==> config.mk <==
export PLATFORM = sky130hd
export DESIGN_NAME = mioc_top
export DESIGN_NICKNAME = d
export VERILOG_FILES = /design/src/rtl/mioc_pkg.sv /design/src/rtl/mioc_sync.sv /design/src/rtl/mioc_point.sv /design/src/rtl/mioc_top.sv
export SDC_FILE = /design/constraint.sdc
export NUM_CORES = 1
export LEC_CHECK = 0
export CORE_UTILIZATION = 57
export DETAILED_ROUTE_END_ITERATION = 16
export DONT_BUFFER_PORTS = 1
export GPL_TIMING_DRIVEN = 0
export PLACE_DENSITY = 0.75
export SLEW_MARGIN = 20
export SYNTH_ARGS = -nofsm -noshare
export SYNTH_HDL_FRONTEND = slang
export SYNTH_SLANG_ARGS = --single-unit
==> constraint.sdc <==
create_clock -name clk -period 1.6 [get_ports clk]
set_clock_uncertainty 0.1 [all_clocks]
set_input_delay 0.32 -clock clk [delete_from_list [all_inputs] [get_ports clk]]
set_output_delay 0.32 -clock clk [all_outputs]
set_load 0.005 [all_outputs]
==> src/rtl/mioc_pkg.sv <==
// Package with the constants of the motion I/O point configuration block.
package mioc_pkg;
  // Number of configurable points and width of a type code.
  localparam int NUM_POINTS = 4;
  localparam int TYPE_W     = 5;
  // Register word offsets on the plain register port.
  localparam logic [3:0] OFF_CFG0   = 4'h0;
  localparam logic [3:0] OFF_GPO    = 4'h4;
  localparam logic [3:0] OFF_INSTAT = 4'h5;
  localparam logic [3:0] OFF_FLAGS  = 4'h6;
  // Field positions.
  localparam int CFG_TYPE_LSB  = 0;
  localparam int CFG_ACT_BIT   = 8;
  localparam int INSTAT_RAW_LSB = 4;
  localparam int FLG_LAG_BIT   = 0;
  localparam int FLG_PAUSE_BIT = 1;
  localparam int FLG_PBLK_BIT  = 2;
  localparam int FLG_MBLK_BIT  = 3;
  // Reset values.
  localparam logic [4:0] RST_TYPE = 5'h00;
  localparam logic       RST_ACT  = 1'b0;
  localparam logic [3:0] RST_GPO  = 4'h0;
  // Point type codes.
  localparam logic [4:0] T_GPIN  = 5'h00;
  localparam logic [4:0] T_HOME  = 5'h01;
  localparam logic [4:0] T_LIMP  = 5'h02;
  localparam logic [4:0] T_LIMM  = 5'h03;
  localparam logic [4:0] T_START = 5'h04;
  localparam logic [4:0] T_SSTOP = 5'h05;
  localparam logic [4:0] T_PAUSE = 5'h06;
  localparam logic [4:0] T_JOGP  = 5'h07;
  localparam logic [4:0] T_JOGM  = 5'h08;
  localparam logic [4:0] T_GPOUT = 5'h10;
  localparam logic [4:0] T_MOVE  = 5'h11;
  localparam logic [4:0] T_FAULT = 5'h12;
  localparam logic [4:0] T_STALL = 5'h13;
  localparam logic [4:0] T_VELOCITY_CHANGING_OUTPUT  = 5'h14;
  // Motion error codes and program start address.
  localparam logic [7:0]  ERR_LIMP   = 8'h53;
  localparam logic [7:0]  ERR_LIMM   = 8'h54;
  localparam logic [15:0] START_ADDR = 16'h0001;
endpackage : mioc_pkg

==> src/rtl/mioc_sync.sv <==
// Two flip-flop synchroniser for pin levels.
`timescale 1ns/1ps
module mioc_sync #(
  parameter int W = 4
) (
  input  wire logic         clk,
  input  wire logic         rst_n,
  input  wire logic [W-1:0] d,
  output logic      [W-1:0] q
);
  // First and second stage; only the second stage is visible outside.
  typedef struct packed {
    logic [W-1:0] s1;
    logic [W-1:0] s2;
  } mioc_sync_st_t;

  mioc_sync_st_t st_ff, nxt_st;

  // The first stage feeds nothing but the second stage.
  always_comb begin
    nxt_st    = st_ff;
    nxt_st.s1 = d;
    nxt_st.s2 = st_ff.s1;
  end

  // State register.
  always_ff @(posedge clk or negedge rst_n) begin
    if (!rst_n) begin
      st_ff <= '0;
    end else begin
      st_ff <= nxt_st;
    end
  end

  assign q = st_ff.s2;
endmodule : mioc_sync

==> src/rtl/mioc_point.sv <==
// One I/O point: polarity, edge detection and output drive.
`timescale 1ns/1ps
module mioc_point
  import mioc_pkg::*;
(
  input  wire logic              clk,
  input  wire logic              rst_n,
  input  wire logic              pin_sync,
  input  wire logic [TYPE_W-1:0] cfg_type,
  input  wire logic              cfg_act,
  input  wire logic              gpo_val,
  input  wire logic              motion_active_flag,
  input  wire logic              error_indicator_flag,
  input  wire logic              lag_fault_flag,
  input  wire logic              velocity_changing_flag,
  output logic                   true_lvl,
  output logic                   rise,
  output logic                   pin_out,
  output logic                   pin_oe
);
  // Previous true level and registered pin drive.
  typedef struct packed {
    logic prev;
    logic out;
    logic oe;
  } mioc_point_st_t;

  mioc_point_st_t st_ff, nxt_st;
  logic           asserted;  // Output function is asserted.

  // Polarity: active 1 means high is true, active 0 means low is true.
  assign true_lvl = cfg_act ? pin_sync : ~pin_sync;
  // Edge functions (limit stop, start, soft stop, pause) act on the false to true change only.
  assign rise = true_lvl & ~st_ff.prev;

  // Output selection; input types leave the pin undriven (sinking input).
  always_comb begin
    nxt_st      = st_ff;
    nxt_st.prev = true_lvl;
    asserted    = 1'b0;
    nxt_st.oe   = 1'b1;
    case (cfg_type)
      T_GPOUT: asserted = gpo_val;
      T_MOVE:  asserted = motion_active_flag;
      T_FAULT: asserted = error_indicator_flag;
      T_STALL: asserted = lag_fault_flag;
      T_VELOCITY_CHANGING_OUTPUT:  asserted = velocity_changing_flag;
      default: nxt_st.oe = 1'b0;
    endcase
    // Drive the true level when asserted, the opposite level otherwise.
    nxt_st.out = nxt_st.oe & (asserted ? cfg_act : ~cfg_act);
  end

  // State register.
  always_ff @(posedge clk or negedge rst_n) begin
    if (!rst_n) begin
      st_ff <= '0;
    end else begin
      st_ff <= nxt_st;
    end
  end

  assign pin_out = st_ff.out;
  assign pin_oe  = st_ff.oe;
endmodule : mioc_point

==> src/rtl/mioc_top.sv <==
// Top of the motion I/O point configuration block with register port.
// Functional notes
// - Four points, each input, output or function.
// - Setup holds type code and polarity per point.
// - Polarity 0 true low, 1 true high.
// - Reset: type 0 input, true when low.
// - Type 2 plus limit: stop, error 83.
// - Type 3 minus limit: stop, error 84.
// - Type 4 starts program at address 1.
// - Type 5 soft stop, program and motion.
// - Type 6 pauses, next activation resumes.
// - Types 7 and 8 jog plus and minus.
// - Type 17 follows the motion flag.
// - Type 18 follows the error flag.
// - Type 19 follows the lag fault flag.
// - Type 20 follows velocity changing flag.
// - Lag fault sticky until software clears.
`timescale 1ns/1ps
module mioc_top
  import mioc_pkg::*;
(
  input  wire logic                  clk,
  input  wire logic                  rst_n,
  input  wire logic [3:0]            bus_addr,
  input  wire logic [31:0]           bus_wdata,
  input  wire logic                  bus_wr,
  input  wire logic                  bus_rd,
  output logic      [31:0]           bus_rdata,
  input  wire logic [NUM_POINTS-1:0] io_pin_in,
  output logic      [NUM_POINTS-1:0] io_pin_out,
  output logic      [NUM_POINTS-1:0] io_pin_oe,
  input  wire logic                  motion_active_flag,
  input  wire logic                  error_indicator_flag,
  input  wire logic                  velocity_changing_flag,
  input  wire logic                  stall_detect,
  output logic                       lag_fault_flag,
  output logic                       home_input,
  output logic                       plus_limit_stop,
  output logic                       minus_limit_stop,
  output logic                       plus_move_block,
  output logic                       minus_move_block,
  output logic                       motion_error_valid,
  output logic      [7:0]            motion_error_code,
  output logic                       program_start,
  output logic      [15:0]           program_start_addr,
  output logic                       soft_stop,
  output logic                       pause_request,
  output logic                       resume_request,
  output logic                       paused,
  output logic                       jog_plus,
  output logic                       jog_minus
);
  // Whole state of the block in one record.
  typedef struct packed {
    logic [NUM_POINTS-1:0][TYPE_W-1:0] cfg_type;  // Type code per point.
    logic [NUM_POINTS-1:0]             cfg_act;   // Polarity per point.
    logic [NUM_POINTS-1:0]             gpo;       // General output values.
    logic                              lag;       // Sticky lag fault.
    logic                              paused;    // Program paused.
    logic                              home;      // Home input level.
    logic                              pblk;      // Plus moves blocked.
    logic                              mblk;      // Minus moves blocked.
    logic                              plim;      // Plus limit hit pulse.
    logic                              mlim;      // Minus limit hit pulse.
    logic                              err_vld;   // Error recorded pulse.
    logic [7:0]                        err_code;  // Last motion error.
    logic                              start;     // Program start pulse.
    logic [15:0]                       start_addr; // Start address.
    logic                              sstop;     // Soft stop pulse.
    logic                              pause_req; // Pause pulse.
    logic                              resume_req; // Resume pulse.
    logic                              jogp;      // Jog plus level.
    logic                              jogm;      // Jog minus level.
    logic [31:0]                       rdata;     // Read data.
  } mioc_st_t;

  mioc_st_t              st_ff, nxt_st;
  logic [NUM_POINTS-1:0] pin_sync;  // Synchronised pin levels.
  logic [NUM_POINTS-1:0] true_lvl;  // Levels after polarity.
  logic [NUM_POINTS-1:0] rise;      // False to true changes.

  // Pins come from outside the clock domain, so two flops first.
  mioc_sync #(
    .W (NUM_POINTS)
  ) u_sync (
    .clk   (clk),
    .rst_n (rst_n),
    .d     (io_pin_in),
    .q     (pin_sync)
  );

  // One instance per point handles polarity, edges and output drive.
  for (genvar i = 0; i < NUM_POINTS; i++) begin : g_pt
    mioc_point u_pt (
      .clk                    (clk),
      .rst_n                  (rst_n),
      .pin_sync               (pin_sync[i]),
      .cfg_type               (st_ff.cfg_type[i]),
      .cfg_act                (st_ff.cfg_act[i]),
      .gpo_val                (st_ff.gpo[i]),
      .motion_active_flag     (motion_active_flag),
      .error_indicator_flag   (error_indicator_flag),
      .lag_fault_flag         (st_ff.lag),
      .velocity_changing_flag (velocity_changing_flag),
      .true_lvl               (true_lvl[i]),
      .rise                   (rise[i]),
      .pin_out                (io_pin_out[i]),
      .pin_oe                 (io_pin_oe[i])
    );
  end

  // Per-function levels and edges, ORed over all points of that type.
  logic home_lvl, plim_lvl, jogp_lvl, jogm_lvl, mlim_lvl;
  logic plim_rise, mlim_rise, start_rise, sstop_rise, pause_rise;

  // Collect the dedicated input functions from every point.
  always_comb begin
    home_lvl   = 1'b0;
    plim_lvl   = 1'b0;
    mlim_lvl   = 1'b0;
    jogp_lvl   = 1'b0;
    jogm_lvl   = 1'b0;
    plim_rise  = 1'b0;
    mlim_rise  = 1'b0;
    start_rise = 1'b0;
    sstop_rise = 1'b0;
    pause_rise = 1'b0;
    for (int i = 0; i < NUM_POINTS; i++) begin
      case (st_ff.cfg_type[i])
        T_HOME:  home_lvl = home_lvl | true_lvl[i];
        T_LIMP: begin
          plim_lvl  = plim_lvl | true_lvl[i];
          plim_rise = plim_rise | rise[i];
        end
        T_LIMM: begin
          mlim_lvl  = mlim_lvl | true_lvl[i];
          mlim_rise = mlim_rise | rise[i];
        end
        T_START: start_rise = start_rise | rise[i];
        T_SSTOP: sstop_rise = sstop_rise | rise[i];
        T_PAUSE: pause_rise = pause_rise | rise[i];
        T_JOGP:  jogp_lvl = jogp_lvl | true_lvl[i];
        T_JOGM:  jogm_lvl = jogm_lvl | true_lvl[i];
        default: ;
      endcase
    end
  end

  // Next-state logic: register port, sticky flag and event outputs.
  always_comb begin
    nxt_st            = st_ff;
    nxt_st.plim       = 1'b0;
    nxt_st.mlim       = 1'b0;
    nxt_st.err_vld    = 1'b0;
    nxt_st.start      = 1'b0;
    nxt_st.sstop      = 1'b0;
    nxt_st.pause_req  = 1'b0;
    nxt_st.resume_req = 1'b0;
    nxt_st.rdata      = 32'h0000_0000;
    // Writes: setup per point takes the type code and the polarity.
    if (bus_wr) begin
      if (bus_addr < OFF_GPO) begin
        nxt_st.cfg_type[bus_addr[1:0]] = bus_wdata[CFG_TYPE_LSB +: TYPE_W];
        nxt_st.cfg_act[bus_addr[1:0]]  = bus_wdata[CFG_ACT_BIT];
      end else if (bus_addr == OFF_GPO) begin
        nxt_st.gpo = bus_wdata[NUM_POINTS-1:0];
      end else if (bus_addr == OFF_FLAGS && !bus_wdata[FLG_LAG_BIT]) begin
        nxt_st.lag = 1'b0;
      end
    end
    // A stall in the cycle of the clear still sets the flag.
    if (stall_detect) begin
      nxt_st.lag = 1'b1;
    end
    // Level functions: home, jog and direction blocking while a limit is true.
    nxt_st.home = home_lvl;
    nxt_st.jogp = jogp_lvl;
    nxt_st.jogm = jogm_lvl;
    nxt_st.pblk = plim_lvl;
    nxt_st.mblk = mlim_lvl;
    // Limits request a decelerated stop and record the motion error.
    if (plim_rise) begin
      nxt_st.plim     = 1'b1;
      nxt_st.err_vld  = 1'b1;
      nxt_st.err_code = ERR_LIMP;
    end
    // With both limits at once the minus code is the one left recorded.
    if (mlim_rise) begin
      nxt_st.mlim     = 1'b1;
      nxt_st.err_vld  = 1'b1;
      nxt_st.err_code = ERR_LIMM;
    end
    // Program start always begins at the fixed address.
    if (start_rise) begin
      nxt_st.start      = 1'b1;
      nxt_st.start_addr = START_ADDR;
    end
    // Soft stop outranks pause and ends any pause in progress.
    if (sstop_rise) begin
      nxt_st.sstop  = 1'b1;
      nxt_st.paused = 1'b0;
    end else if (pause_rise) begin
      // Each activation toggles between paused and running.
      nxt_st.paused     = ~st_ff.paused;
      nxt_st.pause_req  = ~st_ff.paused;
      nxt_st.resume_req = st_ff.paused;
    end
    // Reads: data stand only in the cycle after the strobe.
    if (bus_rd) begin
      if (bus_addr < OFF_GPO) begin
        nxt_st.rdata[CFG_TYPE_LSB +: TYPE_W] = st_ff.cfg_type[bus_addr[1:0]];
        nxt_st.rdata[CFG_ACT_BIT]            = st_ff.cfg_act[bus_addr[1:0]];
      end else begin
        case (bus_addr)
          OFF_GPO: nxt_st.rdata[NUM_POINTS-1:0] = st_ff.gpo;
          OFF_INSTAT: begin
            nxt_st.rdata[NUM_POINTS-1:0]                   = true_lvl;
            nxt_st.rdata[INSTAT_RAW_LSB +: NUM_POINTS]     = pin_sync;
          end
          OFF_FLAGS: begin
            nxt_st.rdata[FLG_LAG_BIT]   = st_ff.lag;
            nxt_st.rdata[FLG_PAUSE_BIT] = st_ff.paused;
            nxt_st.rdata[FLG_PBLK_BIT]  = st_ff.pblk;
            nxt_st.rdata[FLG_MBLK_BIT]  = st_ff.mblk;
          end
          default: nxt_st.rdata = 32'h0000_0000;
        endcase
      end
    end
  end

  // State register; reset makes every point a general input, true when low.
  always_ff @(posedge clk or negedge rst_n) begin
    if (!rst_n) begin
      st_ff          <= '0;
      st_ff.cfg_type <= {NUM_POINTS{RST_TYPE}};
      st_ff.cfg_act  <= {NUM_POINTS{RST_ACT}};
      st_ff.gpo      <= RST_GPO;
    end else begin
      st_ff <= nxt_st;
    end
  end

  // Every output except io_pin_out and io_pin_oe is a field of the state register.
  assign bus_rdata          = st_ff.rdata;
  assign lag_fault_flag     = st_ff.lag;
  assign home_input         = st_ff.home;
  assign plus_limit_stop    = st_ff.plim;
  assign minus_limit_stop   = st_ff.mlim;
  assign plus_move_block    = st_ff.pblk;
  assign minus_move_block   = st_ff.mblk;
  assign motion_error_valid = st_ff.err_vld;
  assign motion_error_code  = st_ff.err_code;
  assign program_start      = st_ff.start;
  assign program_start_addr = st_ff.start_addr;
  assign soft_stop          = st_ff.sstop;
  assign pause_request      = st_ff.pause_req;
  assign resume_request     = st_ff.resume_req;
  assign paused             = st_ff.paused;
  assign jog_plus           = st_ff.jogp;
  assign jog_minus          = st_ff.jogm;
endmodule : mioc_top

==> results of run 1 <==
==> routing by layer <==
metal | share of wire [%] | vias up | GRT usage, %
met5 | 0 | - | 0
met4 | 2.3 | 0 | 10.30
met3 | 8.4 | 29 | 8.277
met2 | 49 | 183 | 46.25
met1 | 41 | 1529 | 40.23
li1 | - | 1410 | -
==> repair_timing <==
action | in CTS | in global routing
endpoints found under the hold margin | 82 | 84
hold buffers | 7 | 5
pin swaps | 9 | 13
buffers inserted | 19 | 8
resized for setup | 31 | 37
setup endpoints to repair | 21 | 24
==> power by group <==
group,internal (mW),switching (mW)
combinational,1.06,0.957
sequential,2.26,0.407
clock,0.731,0.763
total,4.05,2.13
==> path summary, 6_finish.rpt <==
path	start	end	slack, ps	cells past startpoint
max in group asynchronous	rst_n	u_sync.q[3]$_DFF_PN0_	1650	0
worst min register to register	u_sync.nxt_st[2]$_DFF_PN0_	u_sync.q[2]$_DFF_PN0_	260	0
worst max register to register	u_sync.q[0]$_DFF_PN0_	program_start_addr[0]$_DFFE_PN0P_	-140	6
worst min-delay path	rst_n	g_pt[2].u_pt.pin_out$_DFF_PN0_	-450	0
worst max-delay path	u_sync.q[0]$_DFF_PN0_	program_start_addr[0]$_DFFE_PN0P_	-140	6
min in group clk	bus_wdata[8]	st_ff[74]$_DFFE_PN0P_	20	1
==> cells in the mapped netlist, types with 2 or more instances <==
cell type  instances
a211oi_1           3
a21oi_1            8
a311oi_1           2
and2_1             6
and3_1             5
buf_2              4
buf_4             52
clkbuf_1          10
dfrtp_1           75
inv_1              8
mux2_2            30
mux2i_1            5
mux4_2             4
nand2_1           23
nand2b_1          10
nand3_1           12
nand3b_1           7
nand4_1            8
nand4b_1           5
nor2_1            22
nor2b_1            9
nor3_1             4
nor3b_1            8
nor4_1             3
o21ai_0            9
o221ai_1           5
o22ai_1            5
or2_2              2
xnor2_1            3
xnor2_2            2
==> area by class of cell <==
cell class / count / area share (%)
multi-input cells: 265 / 39.68
flip-flops and latches: 75 / 37.39
plain buffers: 63 / 9.167
repair buffers: 39 / 6.845
clock buffers: 9 / 2.446
well taps: 96 / 2.372
clock inverters: 7 / 1.507
inverters: 8 / 0.5930
==> flip-flops by register name, indices dropped and copies added (netlist names), 3 cells and up <==
| name | flops |
|---|---|
| st_ff | 28 |
| bus_rdata | 9 |
| g_pt.u_pt.pin_oe | 4 |
| g_pt.u_pt.pin_out | 4 |
| g_pt.u_pt.st_ff | 4 |
| u_sync.nxt_st | 4 |
| u_sync.q | 4 |
| motion_error_code | 3 |
==> cells in the final DEF (no fill, tap or decap), types with 3 or more instances in the layout <==
cell	Yosys	final
nand4b_1	5	5
conb_1	1	41
clkbuf_2	0	4
and2_1	6	6
nor3b_2	0	3
nand4_1	8	8
xnor2_1	3	3
mux2i_1	5	5
buf_2	4	4
mux2_2	30	30
a21oi_1	8	6
nor2_2	1	6
dfrtp_2	0	13
o22ai_2	0	3
dlygate4sd3_1	0	12
o221ai_1	5	4
inv_1	8	7
xnor2_4	1	3
nor3b_1	8	4
nor2b_1	9	8
nand3b_1	7	7
mux4_2	4	4
nand3_1	12	12
buf_6	0	4
buf_4	52	74
dfrtp_1	75	62
nand2_1	23	22
o21ai_0	9	6
and3_1	5	5
nor2_1	22	16
nor4_1	3	3
a211oi_1	3	3
clkbuf_8	0	9
nand2b_1	10	10
==> worst max-delay path: stages (launching register included) <==
cell and delay [ps]:
dfrtp_2 450, xnor2_4 180, buf_6 150, nand2_1 100, o32ai_2 90, a221o_1 280, or2_2 270
==> cell families (layout without fill, tap and decap cells) <==
family / after synthesis / after routing / synth area share (%)
simple gates: 134 / 134 / 19.27
flops: 75 / 75 / 46.55
buf+inv: 74 / 126 / 11.86
compound gates: 43 / 43 / 7.356
mux: 40 / 40 / 12.51
xor+xnor: 7 / 7 / 2.359
other cells: 1 / 41 / 0.09302
==> metrics by stage <==
step	hold WS (ps)	instances	setup TNS, ps	util, %	power, mW
2_1_floorplan	-75.59	414	-376.2	-	3.765
3_3_place_gp	-73.64	510	-5071	63.55	4.152
3_5_place_dp	-73.55	510	-5412	63.55	4.191
4_1_cts	-455.2	550	-885.2	71.19	5.966
5_1_grt	-472.2	562	-1781	74.12	6.446
6_report	-447.0	562	-847.6	74.12	6.178
==> flow_metrics.env, run 1 <==
export IMPL_outcome="complete, but fails checks"
export IMPL_violations="hold timing, setup timing"
export IMPL_initial_core_util_pct=59.01
export IMPL_cp_end_kind="register"
export IMPL_synthFlopType="dfrtp_1"
export IMPL_clock_latency_ps=350
export IMPL_drv_cap=0
export IMPL_gp_congestion=0.9088
export IMPL_clock_fmax_mhz=576.2
export IMPL_synth_area_per_cell_sq_um=10.78
export IMPL_row_count=30
export IMPL_post_place_ws_ps=-510.1
export IMPL_grt_pass1_vias=2882
export IMPL_final_antenna_net_count=0
export IMPL_fp_dieH_um=86.10
export IMPL_synth_area_sq_um=4031
export IMPL_worstPathArrival_ps=1870
export IMPL_crit_type="reg2reg"
export IMPL_yosys_cell_types_count=55
export IMPL_vdd_ir_drop_worst_v=0.0007344
export IMPL_drc=0
export IMPL_ys_ff_latch=75
export IMPL_final_nets=509
export IMPL_synthTopCellsByArea="dfrtp_1 (47%), buf_4 (9.7%), mux2_2 (8.4%)"
export IMPL_die_x_um=86.10
export IMPL_h_tree_depth=3
export IMPL_drive_above_1_share_pct=41.20
export IMPL_dr_pass1_iters=5
export IMPL_overflow=0
export IMPL_cts_tree="yes"
export IMPL_regArea_sq_um=1893
export IMPL_layout_setup_ws_ps=-135.6
export IMPL_drtIter0Drc=223
export IMPL_path_max_fanout=5
export IMPL_area_growth_pct=25.61
export IMPL_maxSlewViolCount=0
export IMPL_core_sq_um=6832
export IMPL_vias_per_cell=5.607
export IMPL_ioPinCount=126
export IMPL_rsz0062_at_grt="yes"
export IMPL_finalHoldViolations=75
export IMPL_synth_top_area_cell="dfrtp_1"
export IMPL_numClockSinks=75
export IMPL_fillerInstances=496
export IMPL_gr_usage_all_layers_pct=29.76
export IMPL_cts_clk_slew_worst_paths_ps=80
export IMPL_required_ps=1730
export IMPL_crit_path_start_kind="register"
export IMPL_diodes=0
export IMPL_setup_viol=12
export IMPL_synth_edf_count=0
export IMPL_min_path_type="in2async"
export IMPL_async_flop_share_pct=100.0
export IMPL_final_area_sq_um=5064
export IMPL_holdWs_ps=-447.0
export IMPL_cts_max_path_buffers=2
export IMPL_grt_antenna_before_repair=0
export IMPL_wl_um=10660
export IMPL_grt_pass1_wl_um=16020
export IMPL_multi_input_area_sq_um=2009
export IMPL_via_count=3151
export IMPL_synth_warnings=0
export IMPL_cts_made_buffers=9
export IMPL_timing_final_crit_share_pct=108.5
export IMPL_place_area_sq_um=4342
export IMPL_port_buffers=0
export IMPL_synth_top_cell_area_share_pct=46.55
export IMPL_die_area_sq_um=7413
export IMPL_powerDensity_nw_per_um2=1220
export IMPL_hpwl_um=7014
export IMPL_netlist_instances=374
export IMPL_ctsRootBufferMaster="clkbuf_8"
export IMPL_fin_crit_ps=1736
export IMPL_synth_yosys_seq_area_share_pct=46.55
export IMPL_grt_start_max_net_pins=76
export IMPL_avgRoutedWirePerCell_um=18.96
export IMPL_p_leak_nw=2.322
(Power assumes the default switching activity.)
==> inputs of run 2 (changes only) <==
Settings changed: CORE_UTILIZATION 57 to 60, CTS_BUF_LIST from default to sky130_fd_sc_hd__clkbuf_8, PLACE_DENSITY 0.75 to 0.79, SKIP_LAST_GASP from default to 1.
==> run 2 against run 1 <==
  * The flow finishes with violations (DRC, hold timing, setup timing)
  * Sequential share of layout area grew 0.77 points
  * Clock-buffer cell count increased by 1
  * Final area fell by 1.9%
  * Wire length decreased by 3.6%
  * Hold slack worse by 3.8 ps
  * Setup slack got worse by 21 ps
  * Combinational power down 5%
  * First-iteration DRC count rose by 21%
  * Non-clock buffer count is 8 lower
  * Maximum frequency shrank 1.2%
==> flow_metrics.env, run 2 (synthesized netlist as in run 1, its figures left out) <==
export IMPL_core_sq_um=6422
export IMPL_p_seq_share_pct=42.9
export IMPL_clock_latency_ps=360
export IMPL_timing_final_crit_share_pct=109.8
export IMPL_vdd_ir_drop_worst_v=0.0007831
export IMPL_min_path_type="in2async"
export IMPL_reg2reg_depth=6
export IMPL_regArea_sq_um=1896
export IMPL_p_leak_nw=2.269
export IMPL_final_nets=501
export IMPL_gp_congestion=0.9002
export IMPL_regMostFlops="st_ff"
export IMPL_required_ps=1740
export IMPL_cts_tree="yes"
export IMPL_cp_end_kind="register"
export IMPL_area_growth_pct=23.25
export IMPL_drive_above_1_share_pct=39.52
export IMPL_clkPwrFrac_pct=26.6
export IMPL_finalHoldViolations=75
export IMPL_cts_made_buffers=9
export IMPL_powerDensity_nw_per_um2=1255
export IMPL_cts_clk_slew_worst_paths_ps=80
export IMPL_drv_cap=0
export IMPL_hpwl_um=6896
export IMPL_violations="DRC, hold timing, setup timing"
export IMPL_switching_power_mw=2.076
export IMPL_largest_reg_flops=28
export IMPL_finalCoreUtilization_pct=77.36
export IMPL_crit_path_start_kind="register"
export IMPL_worstPathArrival_ps=1900
export IMPL_avgRoutedWirePerCell_um=19.20
export IMPL_setup_viol=13
export IMPL_final_area_sq_um=4969
export IMPL_diodes=0
export IMPL_layout_commonest_cell="buf_4"
export IMPL_vias_per_cell=5.856
export IMPL_drtIter0Drc=270
export IMPL_maxSlewViolCount=0
export IMPL_final_antenna_net_count=0
export IMPL_fin_crit_ps=1756
export IMPL_die_x_um=83.97
export IMPL_numClockSinks=75
export IMPL_initial_core_util_pct=62.77
export IMPL_switching_share_pct=33.29
export IMPL_cts_max_path_buffers=2
export IMPL_grt_start_max_net_pins=76
export IMPL_power_internal_mw=4.160
export IMPL_place_area_sq_um=4318
export IMPL_layout_common_cells="buf_4 (66), dfrtp_1 (60), conb_1 (41), mux2_2 (30), nand2_1 (22)"
export IMPL_combPwrFrac_pct=30.6
export IMPL_ctsRootBufferMaster="clkbuf_8"
export IMPL_gr_usage_all_layers_pct=30.31
export IMPL_row_count=29
export IMPL_wl_um=10270
export IMPL_clock_fmax_mhz=569.3
export IMPL_die_area_sq_um=7051
export IMPL_port_buffers=0
export IMPL_ioPinCount=126
export IMPL_grt_antenna_before_repair=0
export IMPL_dr_pass1_iters=11
export IMPL_crit_type="reg2reg"
export IMPL_fp_dieH_um=83.97
export IMPL_path_max_fanout=6
export IMPL_rsz0062_at_grt="yes"
export IMPL_overflow=0
export IMPL_multi_input_area_sq_um=1981
export IMPL_outcome="complete, but fails checks"
export IMPL_drc=12
export IMPL_grt_pass1_vias=2960
export IMPL_h_tree_depth=3
export IMPL_via_count=3133
export IMPL_holdWs_ps=-450.9
export IMPL_grt_pass1_wl_um=16030
export IMPL_fillerInstances=449
export IMPL_layout_setup_ws_ps=-156.4
export IMPL_total_power_mw=6.236
[run 2: changes by cell type in the layout (fill, tap and decap cells not counted), sizes merged]
cell	previous run	this run
buf	84	74
clkbuf	15	16
inv	10	8
bufinv	1	2
dlygate4sd3	12	14
[run 2: power by group through the flow]
| stage | clock (mW) | sequential (mW) | combinational [mW] |
|---|---|---|---|
| after detailed placement | 0 | 2.62 | 1.57 |
| after global routing | 1.74 | 2.71 | 2.03 |
| after global placement | 0 | 2.60 | 1.54 |
| final | 1.66 | 2.67 | 1.91 |
| after floorplan | 0 | 2.50 | 1.26 |
| after CTS | 1.67 | 2.64 | 1.78 |
[run 2: final timing paths]
kind / start / to / slack, ps
max in group asynchronous: rst_n / u_sync.q[2]$_DFF_PN0_ / 1700
worst max register to register: st_ff[74]$_DFFE_PN0P_ / program_start_addr[0]$_DFFE_PN0P_ / -160
worst min-delay path: rst_n / g_pt[2].u_pt.pin_out$_DFF_PN0_ / -450
worst min register to register: u_sync.nxt_st[0]$_DFF_PN0_ / u_sync.q[0]$_DFF_PN0_ / 260
min in group clk: bus_wdata[1] / st_ff[71]$_DFFE_PN0P_ / 10
worst max-delay path: st_ff[74]$_DFFE_PN0P_ / program_start_addr[0]$_DFFE_PN0P_ / -160
[run 2: worst max-delay path, stage by stage, from the launching register on]
cell and delay, ps:
dfrtp_2 450, xnor2_4 180, buf_4 180, nand2_1 80
o32ai_1 90, a221o_1 280, or2_2 270
[run 2: layout make-up]
cell class | count | area share, %
Buffer | 64 | 9.494
Clock buffer | 10 | 2.770
Clock inverter | 6 | 1.788
Inverter | 8 | 0.6044
Multi-Input combinational cell | 265 | 39.86
Sequential cell | 75 | 38.15
Tap cell | 77 | 1.939
Timing Repair Buffer | 30 | 5.389
[run 2: timing repair]
item	in CTS	in global routing
gates resized for setup	34	26
buffers inserted	13	3
endpoints found under the setup margin	20	23
hold endpoints to repair	85	82
pin swaps	8	12
hold buffers	10	4
[run 2: per-stage QoR]
stage	std cells	setup WS [ps]	hold slack (ps)	TNS (ps)
finish	535	-156.4	-450.9	-1086
global placement	491	-494.0	-73.55	-5083
floorplan	414	-120.7	-75.59	-376.2
CTS	528	-123.1	-460.9	-723.4
global route	535	-189.5	-473.7	-1759
detailed placement	491	-501.8	-73.47	-5669
[run 2: layer usage]
metal  GRT usage (%)  up-vias  wire (um)
li1                -     1391          -
met1           39.05     1560       4160
met2           48.88      148       5040
met3           8.803       34        802
met4           10.82        0        267
met5               0        -          0
==> inputs of run 3 (changes only) <==
Settings changed: CORE_UTILIZATION 60 to 61, PLACE_DENSITY 0.79 to 0.89.
Clock period 1.6 ns to 2.2 ns, I/O delays scaled along.
==> run 3 against run 2 <==
  * The run ends with hold timing left
  * Sequential share of layout area grew 3.2 points
  * Global-route usage is 1.2 points lower
  * Wire length is 6.0% lower
  * Hold slack improved by 120 ps
  * Clock-buffer cell count fell by 1
  * Critical path type unchanged
  * Critical endpoint is now resume_request$_DFF_PN0_
  * Highest routed layer unchanged
==> flow_metrics.env, run 3 (synthesized netlist as in run 1, its figures left out) <==
export IMPL_hpwl_um=6896
export IMPL_h_tree_depth=3
export IMPL_reg2reg_depth=5
export IMPL_worstMarginPinSlew_ps=592.4
export IMPL_port_buffers=0
export IMPL_setup_viol=0
export IMPL_cp_end_kind="register"
export IMPL_numClockSinks=75
export IMPL_final_nets=476
export IMPL_fin_crit_ps=2065
export IMPL_grt_antenna_before_repair=0
export IMPL_path_max_fanout=9
export IMPL_worstPathArrival_ps=2200
export IMPL_crit_path_start_kind="register"
export IMPL_drc=0
export IMPL_grt_pass1_vias=2881
export IMPL_wl_um=9659
export IMPL_cts_made_buffers=9
export IMPL_rr_startpoint="st_ff[74]$_DFFE_PN0P_"
export IMPL_cts_tree="yes"
export IMPL_via_count=3006
export IMPL_r2r_end="resume_request$_DFF_PN0_"
export IMPL_avgRoutedWirePerCell_um=18.94
export IMPL_vias_per_cell=5.894
export IMPL_fp_dieH_um=83.30
export IMPL_postCtsHoldBufs=3
export IMPL_row_count=29
export IMPL_gr_usage_all_layers_pct=29.14
export IMPL_final_antenna_net_count=0
export IMPL_diodes=0
export IMPL_cts_max_path_buffers=2
export IMPL_layout_common_cells="dfrtp_1 (75), buf_4 (52), conb_1 (41), mux2_2 (30), nand2_1 (23)"
export IMPL_initial_core_util_pct=63.49
export IMPL_required_ps=2330
export IMPL_finalHoldViolations=75
export IMPL_area_growth_pct=12.51
export IMPL_crit_type="reg2reg"
export IMPL_overflow=0
export IMPL_grt_pass1_wl_um=15200
export IMPL_clock_latency_ps=350
export IMPL_die_x_um=83.30
export IMPL_setup_tns_ps=0
export IMPL_rsz0062_at_grt="no"
export IMPL_core_sq_um=6350
export IMPL_powerDensity_nw_per_um2=929.3
export IMPL_min_path_type="in2async"
export IMPL_vdd_ir_drop_worst_v=0.0007343
export IMPL_r2r_slack_ps=140
export IMPL_drive_above_1_share_pct=27.48
export IMPL_ioPinCount=126
export IMPL_largest_reg_flops=28
export IMPL_gp_congestion=1.029
export IMPL_dr_pass1_iters=5
export IMPL_cts_setup_buffers=0
export IMPL_die_area_sq_um=6938
export IMPL_p_leak_nw=2.105
export IMPL_drv_cap=0
export IMPL_total_power_mw=4.215
export IMPL_outcome="complete, but fails checks"
export IMPL_clock_fmax_mhz=484.3
export IMPL_layout_setup_ws_ps=135.2
export IMPL_layout_commonest_cell="dfrtp_1"
export IMPL_timing_final_crit_share_pct=93.86
export IMPL_post_place_ws_ps=77.10
export IMPL_slew_headroom_pct=60.51
export IMPL_regMostFlops="st_ff"
export IMPL_ctsRootBufferMaster="clkbuf_8"
export IMPL_maxSlewViolCount=0
export IMPL_violations="hold timing"
export IMPL_drtIter0Drc=335
export IMPL_grt_start_max_net_pins=76
export IMPL_holdWs_ps=-327.7
export IMPL_cts_clk_slew_worst_paths_ps=80
[run 3: how the worst max path moves through the flow]
stage / end / startpoint / slack (ps) / cells after the start
CTS: resume_request$_DFF_PN0_ / st_ff[74]$_DFFE_PN0P_ / 40 / 5
detailed placement: resume_request$_DFF_PN0_ / st_ff[74]$_DFFE_PN0P_ / 80 / 5
global route: motion_error_code[2]$_DFFE_PN0P_ / st_ff[76]$_DFFE_PN0P_ / 3 / 6
finish: resume_request$_DFF_PN0_ / st_ff[74]$_DFFE_PN0P_ / 140 / 5
floorplan: pause_request$_DFF_PN0_ / st_ff[74]$_DFFE_PN0P_ / 440 / 5
global placement: pause_request$_DFF_PN0_ / st_ff[74]$_DFFE_PN0P_ / 140 / 5
[run 3: report_power, final]
group          total [mW]  leakage [nW]  internal (mW)  switching [mW]
sequential           1.89         0.940           1.63           0.254
clock                1.16         0.113          0.636           0.520
combinational        1.17          1.05          0.549           0.624
[run 3: per-stage QoR]
stage	hold slack, ps	instances	utilization [%]	area [sq um]
after floorplan	44.41	414	-	4182
after global placement	45.65	491	67.37	4278
after detailed placement	45.41	491	67.37	4278
after CTS	-337.8	510	71.25	4524
after global routing	-338.1	510	71.43	4536
final	-327.7	510	71.43	4536
[run 3: critical path, stage by stage (launching register included)]
cell	delay (ps)
dfrtp_1	510
xnor2_4	450
nand3_2	150
or4b_1	500
nand4b_2	160
nor3b_1	70
[run 3: per-layer routing]
metal  track usage (%)  wire length (um)
met5                 0                 0
met1             38.13              3770
met3             6.064               888
met4             13.32               296
met2             46.80              4704
[run 3: layout make-up]
class	instances	area, sq um
clock inverter	7	92.59
fill	466	1814
clock buffer	9	123.9
timing repair buffer	3	30.03
tap	77	96.34
inverter	8	30.03
multi-input combinational	265	1838
sequential	75	1877
buffer	66	447.9
[run 3: timing repair]
action / in CTS / in global routing
resized for setup: 0 / 1
endpoints found under the hold margin: 78 / 75
setup endpoints to repair: 0 / 3
